--- src/pom_pkg.sv ---
// shared constants and carrier types for the port pin override block
package pom_pkg;
	localparam int POM_PINS = 8;
	localparam int POM_REG_W = 8;
	// register byte offsets on the AXI4-Lite slave
	localparam logic [7:0] POM_DIR_OFS = 8'h00;
	localparam logic [7:0] POM_LATCH_OFS = 8'h04;
	localparam logic [7:0] POM_PIN_OFS = 8'h08;
	localparam logic [7:0] POM_CTRL_OFS = 8'h0c;
	localparam logic [7:0] POM_WAKE_OFS = 8'h10;
	// control register field
	localparam int POM_PUD_BIT = 4;
	// values after reset
	localparam logic [7:0] POM_DIR_RST = 8'h00;
	localparam logic [7:0] POM_LATCH_RST = 8'h00;
	localparam logic POM_PUD_RST = 1'b0;
	// answer codes
	localparam logic [1:0] POM_RESP_OKAY = 2'h0;
	localparam logic [1:0] POM_RESP_SLVERR = 2'h2;

	// per-pin override set produced by a peripheral
	typedef struct packed {
		logic pullupOverrideEn;
		logic pullupOverrideVal;
		logic dirOverrideEn;
		logic dirOverrideVal;
		logic outvalOverrideEn;
		logic outvalOverrideVal;
		logic latchToggleOverrideEn;
		logic inenOverrideEn;
		logic inenOverrideVal;
	} pom_ovr_t;

	// resolved pad controls of one pin
	typedef struct packed {
		logic pullupOn;
		logic driveEn;
		logic driveVal;
		logic inputEn;
	} pom_pin_ctl_t;

	typedef struct packed {
		logic awvalid;
		logic [31:0] awaddr;
		logic wvalid;
		logic [31:0] wdata;
		logic [3:0] wstrb;
		logic bready;
		logic arvalid;
		logic [31:0] araddr;
		logic rready;
	} pom_axi_req_t;

	typedef struct packed {
		logic awready;
		logic wready;
		logic bvalid;
		logic [1:0] bresp;
		logic arready;
		logic rvalid;
		logic [31:0] rdata;
		logic [1:0] rresp;
	} pom_axi_rsp_t;
endpackage : pom_pkg

--- src/pom_port_pin_override_mux.sv ---
// one I/O port with alternate-function overrides and an AXI4-Lite slave
`timescale 1ns/10ps
// Overview of operation
// - deep sleep clamps digital input to ground
// - enabled external interrupt pins escape the clamp
// - high edge-mode pin with interrupt disabled flags on sleep resume
// - pull-up override enable selects override value
// - plain pull-up needs dir/latch/disable = 010
// - direction override value drives output enable
// - otherwise direction bit drives output enable
// - value override replaces latch on driven pin
// - otherwise the output latch drives the pin
// - toggle override inverts the output latch
// - input override value sets input enable
// - otherwise sleep state gates input enable
// - raw input taken before the read synchronizer
// - analog path passes pad without gating
// - strobes per port, clamp/disable shared
// - global pull-up disable kills plain pull-ups
// - direction one is output, zero input
module pom_port_pin_override_mux import pom_pkg::*; #(
	parameter int PINS = POM_PINS
) (
	input wire logic core_clk,
	input wire logic sys_rst,
	input wire logic clkEn,
	input wire pom_axi_req_t axiReq,
	output pom_axi_rsp_t axiRsp,
	input wire logic [PINS-1:0] padIn,
	output logic [PINS-1:0] padOut,
	output logic [PINS-1:0] padOe,
	output logic [PINS-1:0] pullupEn,
	input wire logic sleepClamp,
	input wire logic [PINS-1:0] extIntEnable,
	input wire logic [PINS-1:0] extIntEdgeMode,
	input wire pom_ovr_t [PINS-1:0] pinOvr,
	output logic [PINS-1:0] rawPinInput,
	output logic [PINS-1:0] analogPadPath,
	output logic [PINS-1:0] extIntFlagSet
);
	typedef struct packed {
		logic [PINS-1:0] dir;
		logic [PINS-1:0] latch;
		logic [PINS-1:0] syncA;
		logic [PINS-1:0] syncB;
		logic [PINS-1:0] wake;
		logic [PINS-1:0] padOut;
		logic [PINS-1:0] padOe;
		logic [PINS-1:0] pullupEn;
		logic [PINS-1:0] rawIn;
		logic [PINS-1:0] analog;
		logic [PINS-1:0] wakePulse;
		logic global_pullup_disable;
		logic sleepPrev;
		logic awHeld;
		logic awHigh;
		logic [7:0] awOfs;
		logic wHeld;
		logic wLane0;
		logic [PINS-1:0] wData;
		logic awRdy;
		logic wRdy;
		logic arRdy;
		logic bvalid;
		logic [1:0] bresp;
		logic rvalid;
		logic [PINS-1:0] rdata;
		logic [1:0] rresp;
	} pom_state_t;

	pom_state_t cur_ff;
	pom_state_t nxt_state;
	pom_pin_ctl_t [PINS-1:0] pinCtl;

	// the cells read only registered port bits, so pad outputs are one
	// cycle behind a register write but never glitch on bus decode
	for (genvar i = 0; i < PINS; i++) begin : g_pin
		pom_pin_cell u_cell (
			.ovr(pinOvr[i]),
			.pinDirectionBit(cur_ff.dir[i]),
			.pinOutputLatchBit(cur_ff.latch[i]),
			.globalPullupDisable(cur_ff.global_pullup_disable),
			.sleepClamp(sleepClamp),
			.extIntEnable(extIntEnable[i]),
			.ctl(pinCtl[i])
		);
	end

	always_comb begin
		logic [PINS-1:0] digIn;
		logic [PINS-1:0] wakeClr;
		logic [PINS-1:0] wakeSet;
		logic wrStrobeDirection;
		logic wrStrobeLatch;
		logic wrStrobeToggle;
		logic rdStrobeDirection;
		logic rdStrobeLatch;
		logic rdStrobePin;
		logic wrStrobeCtrl;
		logic wrStrobeWake;
		logic rdStrobeCtrl;
		logic rdStrobeWake;
		logic hit;
		digIn = '0;
		wakeClr = '0;
		wakeSet = '0;
		wrStrobeDirection = 1'b0;
		wrStrobeLatch = 1'b0;
		wrStrobeToggle = 1'b0;
		rdStrobeDirection = 1'b0;
		rdStrobeLatch = 1'b0;
		rdStrobePin = 1'b0;
		wrStrobeCtrl = 1'b0;
		wrStrobeWake = 1'b0;
		rdStrobeCtrl = 1'b0;
		rdStrobeWake = 1'b0;
		hit = 1'b0;
		nxt_state = cur_ff;

		// write channel: address and data taken in either order
		if (axiReq.awvalid && cur_ff.awRdy) begin
			nxt_state.awHeld = 1'b1;
			nxt_state.awOfs = axiReq.awaddr[7:0];
			nxt_state.awHigh = |axiReq.awaddr[31:8];
		end
		if (axiReq.wvalid && cur_ff.wRdy) begin
			nxt_state.wHeld = 1'b1;
			nxt_state.wData = axiReq.wdata[PINS-1:0];
			nxt_state.wLane0 = axiReq.wstrb[0];
		end
		if (cur_ff.bvalid && axiReq.bready)
			nxt_state.bvalid = 1'b0;
		if (nxt_state.awHeld && nxt_state.wHeld && !cur_ff.bvalid) begin
			// one strobe per register serves every pin of the port
			// a cleared lane 0 still answers okay but changes nothing
			if (!nxt_state.awHigh) begin
				case (nxt_state.awOfs)
					POM_DIR_OFS: begin
						hit = 1'b1;
						wrStrobeDirection = nxt_state.wLane0;
					end
					POM_LATCH_OFS: begin
						hit = 1'b1;
						wrStrobeLatch = nxt_state.wLane0;
					end
					POM_PIN_OFS: begin
						hit = 1'b1;
						wrStrobeToggle = nxt_state.wLane0;
					end
					POM_CTRL_OFS: begin
						hit = 1'b1;
						wrStrobeCtrl = nxt_state.wLane0;
					end
					POM_WAKE_OFS: begin
						hit = 1'b1;
						wrStrobeWake = nxt_state.wLane0;
					end
					default: hit = 1'b0;
				endcase
			end
			nxt_state.bresp = hit ? POM_RESP_OKAY : POM_RESP_SLVERR;
			nxt_state.bvalid = 1'b1;
			nxt_state.awHeld = 1'b0;
			nxt_state.wHeld = 1'b0;
		end
		if (wrStrobeCtrl)
			nxt_state.global_pullup_disable = nxt_state.wData[POM_PUD_BIT];
		if (wrStrobeWake)
			wakeClr = nxt_state.wData;
		if (wrStrobeDirection)
			nxt_state.dir = nxt_state.wData;
		if (wrStrobeLatch)
			nxt_state.latch = nxt_state.wData;
		if (wrStrobeToggle)
			nxt_state.latch = nxt_state.latch ^ nxt_state.wData;
		for (int i = 0; i < PINS; i++) begin
			if (pinOvr[i].latchToggleOverrideEn)
				nxt_state.latch[i] = ~nxt_state.latch[i];
		end
		nxt_state.awRdy = !nxt_state.awHeld && !nxt_state.bvalid;
		nxt_state.wRdy = !nxt_state.wHeld && !nxt_state.bvalid;

		// read channel
		if (cur_ff.rvalid && axiReq.rready)
			nxt_state.rvalid = 1'b0;
		if (axiReq.arvalid && cur_ff.arRdy) begin
			nxt_state.rvalid = 1'b1;
			nxt_state.rresp = POM_RESP_OKAY;
			nxt_state.rdata = '0;
			if (|axiReq.araddr[31:8]) begin
				nxt_state.rresp = POM_RESP_SLVERR;
			end else begin
				case (axiReq.araddr[7:0])
					POM_DIR_OFS: rdStrobeDirection = 1'b1;
					POM_LATCH_OFS: rdStrobeLatch = 1'b1;
					POM_PIN_OFS: rdStrobePin = 1'b1;
					POM_CTRL_OFS: rdStrobeCtrl = 1'b1;
					POM_WAKE_OFS: rdStrobeWake = 1'b1;
					default: nxt_state.rresp = POM_RESP_SLVERR;
				endcase
			end
		end
		// at most one read strobe is high, so the order below is free
		if (rdStrobeDirection)
			nxt_state.rdata = cur_ff.dir;
		if (rdStrobeLatch)
			nxt_state.rdata = cur_ff.latch;
		if (rdStrobePin)
			nxt_state.rdata = cur_ff.syncB;
		if (rdStrobeCtrl)
			nxt_state.rdata[POM_PUD_BIT] = cur_ff.global_pullup_disable;
		if (rdStrobeWake)
			nxt_state.rdata = cur_ff.wake;
		nxt_state.arRdy = !nxt_state.rvalid;

		// pad side
		for (int i = 0; i < PINS; i++)
			digIn[i] = padIn[i] & pinCtl[i].inputEn;
		nxt_state.syncA = digIn;
		nxt_state.syncB = cur_ff.syncA;
		nxt_state.rawIn = digIn;
		nxt_state.analog = padIn;
		for (int i = 0; i < PINS; i++) begin
			nxt_state.padOe[i] = pinCtl[i].driveEn;
			nxt_state.padOut[i] = pinCtl[i].driveVal;
			nxt_state.pullupEn[i] = pinCtl[i].pullupOn;
		end

		// releasing the clamp makes a high pin look like a rising edge
		nxt_state.sleepPrev = sleepClamp;
		if (cur_ff.sleepPrev && !sleepClamp)
			wakeSet = padIn & extIntEdgeMode & ~extIntEnable;
		nxt_state.wakePulse = wakeSet;
		nxt_state.wake = (cur_ff.wake & ~wakeClr) | wakeSet;
	end

	always_ff @(posedge core_clk or posedge sys_rst) begin
		if (sys_rst) begin
			cur_ff <= '0;
			cur_ff.dir <= POM_DIR_RST[PINS-1:0];
			cur_ff.latch <= POM_LATCH_RST[PINS-1:0];
			cur_ff.global_pullup_disable <= POM_PUD_RST;
		end else if (clkEn) begin
			cur_ff <= nxt_state;
		end
	end

	always_comb begin
		axiRsp.awready = cur_ff.awRdy;
		axiRsp.wready = cur_ff.wRdy;
		axiRsp.bvalid = cur_ff.bvalid;
		axiRsp.bresp = cur_ff.bresp;
		axiRsp.arready = cur_ff.arRdy;
		axiRsp.rvalid = cur_ff.rvalid;
		axiRsp.rdata = {{(32-PINS){1'b0}}, cur_ff.rdata};
		axiRsp.rresp = cur_ff.rresp;
	end
	assign padOut = cur_ff.padOut;
	assign padOe = cur_ff.padOe;
	assign pullupEn = cur_ff.pullupEn;
	assign rawPinInput = cur_ff.rawIn;
	assign analogPadPath = cur_ff.analog;
	assign extIntFlagSet = cur_ff.wakePulse;
endmodule : pom_port_pin_override_mux

--- src/pom_pin_cell.sv ---
// combinational override resolution for one pin
`timescale 1ns/10ps
module pom_pin_cell import pom_pkg::*; (
	input wire pom_ovr_t ovr,
	input wire logic pinDirectionBit,
	input wire logic pinOutputLatchBit,
	input wire logic globalPullupDisable,
	input wire logic sleepClamp,
	input wire logic extIntEnable,
	output pom_pin_ctl_t ctl
);
	logic plainPullup;
	logic sleepGate;

	// pull-up only for {dir, latch, pud} = 3'b010
	assign plainPullup = ~pinDirectionBit & pinOutputLatchBit
		& ~globalPullupDisable;
	// an enabled external interrupt keeps its input alive in sleep
	assign sleepGate = sleepClamp & ~extIntEnable;

	always_comb begin
		ctl.pullupOn = ovr.pullupOverrideEn ? ovr.pullupOverrideVal
			: plainPullup;
		ctl.driveEn = ovr.dirOverrideEn ? ovr.dirOverrideVal
			: pinDirectionBit;
		ctl.driveVal = ovr.outvalOverrideEn ? ovr.outvalOverrideVal
			: pinOutputLatchBit;
		ctl.inputEn = ovr.inenOverrideEn ? ovr.inenOverrideVal
			: ~sleepGate;
	end
endmodule : pom_pin_cell

--- config.mk ---
export PLATFORM = sky130hd
export DESIGN_NAME = pom_port_pin_override_mux
export DESIGN_NICKNAME = d
export VERILOG_FILES = /design/src/pom_pkg.sv /design/src/pom_port_pin_override_mux.sv /design/src/pom_pin_cell.sv
export SDC_FILE = /design/constraint.sdc
export NUM_CORES = 1
export LEC_CHECK = 0
export BUFFER_PORTS_ARGS = -buffer_cell sky130_fd_sc_hd__buf_4
export CORE_UTILIZATION = 48
export DETAILED_ROUTE_END_ITERATION = 12
export PLACE_DENSITY_LB_ADDON = 0.08
export RECOVER_POWER = 50
export SYNTH_ARGS = -nofsm -noshare
export SYNTH_HDL_FRONTEND = slang
export SYNTH_SLANG_ARGS = --single-unit
export TNS_END_PERCENT = 100
--- constraint.sdc ---
create_clock -name core_clk -period 5.2 [get_ports core_clk]
set_input_delay 1.04 -clock core_clk [delete_from_list [all_inputs] [get_ports core_clk]]
set_output_delay 1.04 -clock core_clk [all_outputs]
set_load 0.03 [all_outputs]
* After elaboration in Yosys (flattened, before gate mapping)
Index checks and enable logic that the tools add are counted.
Operators by class: add/sub/neg operators 0, multiply operators 0, divide/modulo/power cells 0, $lt $le $gt $ge 0, eq/ne operators 8, shifts and indexed selects 0, muxes and demuxes 93, bitwise gates (word level) 72, reductions and logical operators 30
Operators with widths (count):
- two-way mux 1 bit | 78
- two-way mux 8 bit | 8
- OR reduction 24 bit | 2
- inverter 1 bit | 33
- AND 1 bit | 32
- == test 8 x 4 -> 1 bit, second input constant | 4
- AND 8 bit | 3
- two-way mux 10 bit | 2
- == test 8 x 3 -> 1 bit, second input constant | 2
- == test 8 x 5 -> 1 bit, second input constant | 2
- zero test 8 bit | 2
- inverter 8 bit | 2
- AND reduction 2 bit | 6
- two-way mux 11 bit | 1
- logical AND 1 bit | 10
- OR reduction 5 bit | 2
- OR 8 bit | 1
- bitwise XOR 8 bit | 1
- zero test 1 bit | 6
- two-way mux 2 bit | 3
- nonzero test 6 bit | 1
- nonzero test 5 bit | 1
- two-way mux 3 bit | 1
Word-level totals: flip-flop bits (word level) 119, bits in latches 0, RAM bits 0, memory bits (read-only) 0, input bits 205, output and inout port bits 89, memories kept 0

* Logic depth before layout (Yosys ltp)
word-level depth 11, gate-level depth with buffers 10, gate-level depth less buffers 6

* By module
Synthesis repeated with hierarchy kept, for this count alone.
Second synthesis, totals: cell total of the unflattened synthesis 733, area, all modules 7160.6 µm²
By module, submodules not included:
- pom_port_pin_override_mux | instances 1, cells each 661, area each 6680.2 µm², sequential area each 2927.8 µm²
- pom_pin_cell | instances 8, cells each 9, area each 60.1 µm², sequential area each 0.0 µm²

* Worst setup path after synthesis
OpenSTA, ideal clock, no wires.
path kind input-to-reg, start point input port axiReq[104] (netlist name), end point register cur_ff[115] (netlist name), library setup time 121 ps, data arrival time 2866 ps, required time 5079 ps, setup slack 2213 ps, stages on the path 7, cells stage by stage and2_4 buf_6 or4_4 a22o_4 or3_4 mux2_4 a22o_1
On the way: longest elaborated chain between the ends 11, elaborated cells between the ends (all ways) 17, classes of those cells 2 x eq/ne; 10 x mux; 2 x bitwise; 3 x reduce/logical
RTL lines:
- start, declared | RTL line pom_port_pin_override_mux.sv:27 | input wire pom_axi_req_t axiReq,
- logical AND 1 bit * | RTL line pom_port_pin_override_mux.sv:121 | if (axiReq.awvalid && cur_ff.awRdy) begin
- two-way mux 10 bit * | RTL line pom_port_pin_override_mux.sv:121
- == test 8 x 3 -> 1 bit | RTL line pom_port_pin_override_mux.sv:137 | case (nxt_state.awOfs)
- two-way mux 1 bit | RTL line pom_port_pin_override_mux.sv:137
- two-way mux 1 bit | RTL line pom_port_pin_override_mux.sv:136 | if (!nxt_state.awHigh) begin
- two-way mux 1 bit | RTL line pom_port_pin_override_mux.sv:133 | if (nxt_state.awHeld && nxt_state.wHeld && !cur_ff.bvalid) begin
- two-way mux 8 bit | RTL line pom_port_pin_override_mux.sv:172 | if (wrStrobeLatch)
- bitwise XOR 8 bit | RTL line pom_port_pin_override_mux.sv:175 | nxt_state.latch = nxt_state.latch ^ nxt_state.wData;
- two-way mux 8 bit * | RTL line pom_port_pin_override_mux.sv:174 | if (wrStrobeToggle)
- inverter 1 bit | RTL line pom_port_pin_override_mux.sv:178 | nxt_state.latch[i] = ~nxt_state.latch[i];
- two-way mux 1 bit * | RTL line pom_port_pin_override_mux.sv:177 | if (pinOvr[i].latchToggleOverrideEn)
- end signal, assigned | RTL line pom_port_pin_override_mux.sv:244 | cur_ff <= nxt_state;
- end, declared | RTL line pom_port_pin_override_mux.sv:71 | pom_state_t cur_ff;
Mark *: on every way between the ends. The rest lies on a longest branch, timed or not. A chain may end at the register's enable or synchronous reset.

* Worst setup path in the final report
start point input port clkEn, end point register cur_ff[120] (netlist name)
On the way: longest elaborated chain between the ends 1
RTL lines:
- start, declared | RTL line pom_port_pin_override_mux.sv:26 | input wire logic clkEn,
- AND reduction 2 bit (no line)
No other way between the ends.

==> results.sh <==
export IMPL_clock_sinks=117
export IMPL_cts_buffer_depth=2
export IMPL_setup_violations=0
export IMPL_top_usage_layer="met2"
export IMPL_ys_ff_latch=117
export IMPL_arrival_ns=4.19
export IMPL_wl_per_cell_um=17.1
export IMPL_grt_overflow=0
export IMPL_leakagePower_nw=4.03
export IMPL_first_iter_violations=356
export IMPL_violations="max-capacitance violations, max-slew violations"
export IMPL_clk_pin_slew_ns=0.05
export IMPL_synth_top_cell_area_share=0.433
export IMPL_synth_flop_cell="dfrtp_1"
export IMPL_setup_ws_ns=1.27
export IMPL_crit_path_end_kind="flop"
export IMPL_p_total_mw=3.62
export IMPL_dieArea_um2=14600
export IMPL_async_reset_ff_frac=1.00
export IMPL_max_freq_mhz=255
export IMPL_drive_gt1_frac=0.286
export IMPL_max_vdd_ir_drop_mv=0.309
export IMPL_hpwlAfterDp_um=13500
export IMPL_max_cap_violations=2
export IMPL_status="finished, violations left"
export IMPL_cp_start_kind="primary input"
export IMPL_port_buffer_count=240
export IMPL_gp_congestion=0.826
export IMPL_grt_pass1_wl_um=29000
export IMPL_die_w_um=121
export IMPL_cts_tree="built"
export IMPL_r2r_slack_ns=2.24
export IMPL_netlist_top_cells_count="117 x dfrtp_1, 89 x buf_4, 75 x nand2_1"
export IMPL_finalMaxSlewViolations=113
export IMPL_pin_count=294
export IMPL_reg2reg_to="cur_ff[115]"
export IMPL_r2r_cells=6
export IMPL_rows=43
export IMPL_clock_skew_ns=0.0122
export IMPL_grt_pass1_vias=5855
export IMPL_yosysMostFrequentCell="dfrtp_1"
export IMPL_dp_slack_ns=1.59
export IMPL_yosys_warnings=0
export IMPL_worstHoldPathCells=1
export IMPL_routed_wl_um=18500
export IMPL_crit_type="in -> reg"
export IMPL_hold_path_startpoint="extIntFlagSet[2]"
export IMPL_min_period_ns=3.93
export IMPL_grt_use_met2=0.422
export IMPL_vias=5983
export IMPL_remaining_drc_errors=0
export IMPL_whs_endpoint="extIntFlagSet[2]"
export IMPL_coreArea_um2=13800
export IMPL_rsz0062_at_grt="false"
export IMPL_synth_edf_count=0
export IMPL_hold_buffers=0
export IMPL_ctsResizeCount=0
export IMPL_area_growth_pct=27.6
export IMPL_fin_tns_setup_ns=0
export IMPL_cts_buffers=17
export IMPL_placed_area_um2=8110
export IMPL_layout_nets=1097
export IMPL_routed_via_density=5.51
export IMPL_reg2reg_from="axiRsp[40]"
export IMPL_worstMarginPinSlew_ns=3.15
export IMPL_yosysSeqAreaShare=0.433
export IMPL_netlist_area_um2=6760
export IMPL_grt_usage=0.260
export IMPL_drtAntennaViolNets=0
export IMPL_cellPowerDensity_nw_per_um2=420
export IMPL_die_h_um=121
export IMPL_n_antenna_cell=0
export IMPL_synth_area_per_cell_um2=9.34
export IMPL_insertion_delay_ns=0.42
export IMPL_synth_largest_area_cell="dfrtp_1"
export IMPL_fin_area_um2=8630
export IMPL_hold_viol=0
export IMPL_cts_root_buf="clkbuf_16"
export IMPL_h_tree_depth=4
export IMPL_hp_class="reg -> reg"
export IMPL_start_util=0.489
export IMPL_ys_types=54
export IMPL_met3_usage=0.0703
export IMPL_cp_max_fo=39
export IMPL_crit_required_ns=5.46
export IMPL_synthCells=724
export IMPL_grt_util_met1=0.334
export IMPL_first_pass_iters=5
export IMPL_period_share=0.755
export IMPL_synth_area_leaders="dfrtp_1 43%, buf_4 9.9%, mux2_2 4.7%"
export IMPL_grt_max_degree=83
export IMPL_grt_antenna_before_repair=0
export IMPL_postCtsSetupBuffers=0
export IMPL_numPlacedInstances=1053
export IMPL_maxSlewHeadroom=-1.11
export IMPL_fin_cells=1085
per-stage QoR:
step           hold WS, ns   util
2_1_floorplan        0.450      -
3_3_place_gp         0.459  0.586
3_5_place_dp         0.467  0.586
4_1_cts              0.479  0.638
5_1_grt              0.486  0.624
6_report             0.476  0.624
cell usage in the layout, fill, tap and decap left out, drive strengths merged, types with 3 or more instances in the layout:
| cell | instances |
|---|---|
| and2 | 4 |
| mux2i | 31 |
| a31oi | 3 |
| o31ai | 5 |
| o21bai | 6 |
| mux2 | 30 |
| a21oi | 47 |
| a22oi | 9 |
| a21boi | 3 |
| a22o | 4 |
| nor2b | 9 |
| clkbuf | 77 |
| or4 | 6 |
| inv | 18 |
| buf | 191 |
| o31a | 5 |
| conb | 26 |
| nand3 | 17 |
| bufinv | 7 |
| dfrtp | 117 |
| o2111ai | 6 |
| nand2b | 10 |
| nor4 | 21 |
| nand2 | 75 |
| o211ai | 5 |
| nor4b | 9 |
| nor3 | 12 |
| nand4 | 10 |
| o21ai | 56 |
| a21o | 18 |
| nor2 | 44 |
state kept, by name, summed over array words and instances (netlist names):
| signal | count |
|---|---|
| cur_ff | 54 |
| padOut | 8 |
| analogPadPath | 8 |
| axiRsp | 15 |
| extIntFlagSet | 8 |
| padOe | 8 |
| pullupEn | 8 |
| rawPinInput | 8 |
cell families after synthesis:
| logic type | after synthesis | share of synthesized area |
|---|---|---|
| other | 1 | 0.000555 |
| AOI/OAI and AO/OA | 180 | 0.167 |
| muxes | 62 | 0.100 |
| buffers and inverters | 139 | 0.130 |
| DFF | 117 | 0.433 |
| and+or+nand+nor | 225 | 0.169 |
worst max path at each step:
stage	startpoint	to	slack (ns)	cells after the start
final	clkEn	cur_ff[120]	1.27	6
after global routing	clkEn	cur_ff[119]	0.98	6
after CTS	axiReq[76]	cur_ff[115]	2.03	7
after detailed placement	axiReq[76]	cur_ff[115]	1.59	7
after global placement	axiReq[76]	cur_ff[118]	1.72	7
after floorplan	sys_rst	analogPadPath[0]	1.06	1
critical path, cell delays in order:
cell	delay (ns)
clkbuf_1	1.23
o2111ai_1	0.56
a211o_1	0.49
or3b_1	0.59
nand2_1	0.16
o21ai_0	0.10
report_power, final:
part	switching, mW	internal [mW]
sequential	0.164	1.09
combinational	0.568	0.391
clock	0.403	1.01
total	1.13	2.49
area by class of cell:
| cell class | instances | area, um2 |
|---|---|---|
| clock buffers | 24 | 502 |
| clock inverters | 8 | 215 |
| fillers | 1222 | 5200 |
| inverters | 19 | 72.6 |
| multi-input cells | 493 | 3050 |
| flip-flops and latches | 117 | 2930 |
| well taps | 180 | 225 |
| repair buffers | 244 | 1640 |
per-layer routing:
metal	wire length, um	part of all wire
met5	0	0
met4	296	0.016
met3	1330	0.072
met2	8970	0.48
met1	7910	0.43
No activity file was read; power rests on OpenSTA's default activity.
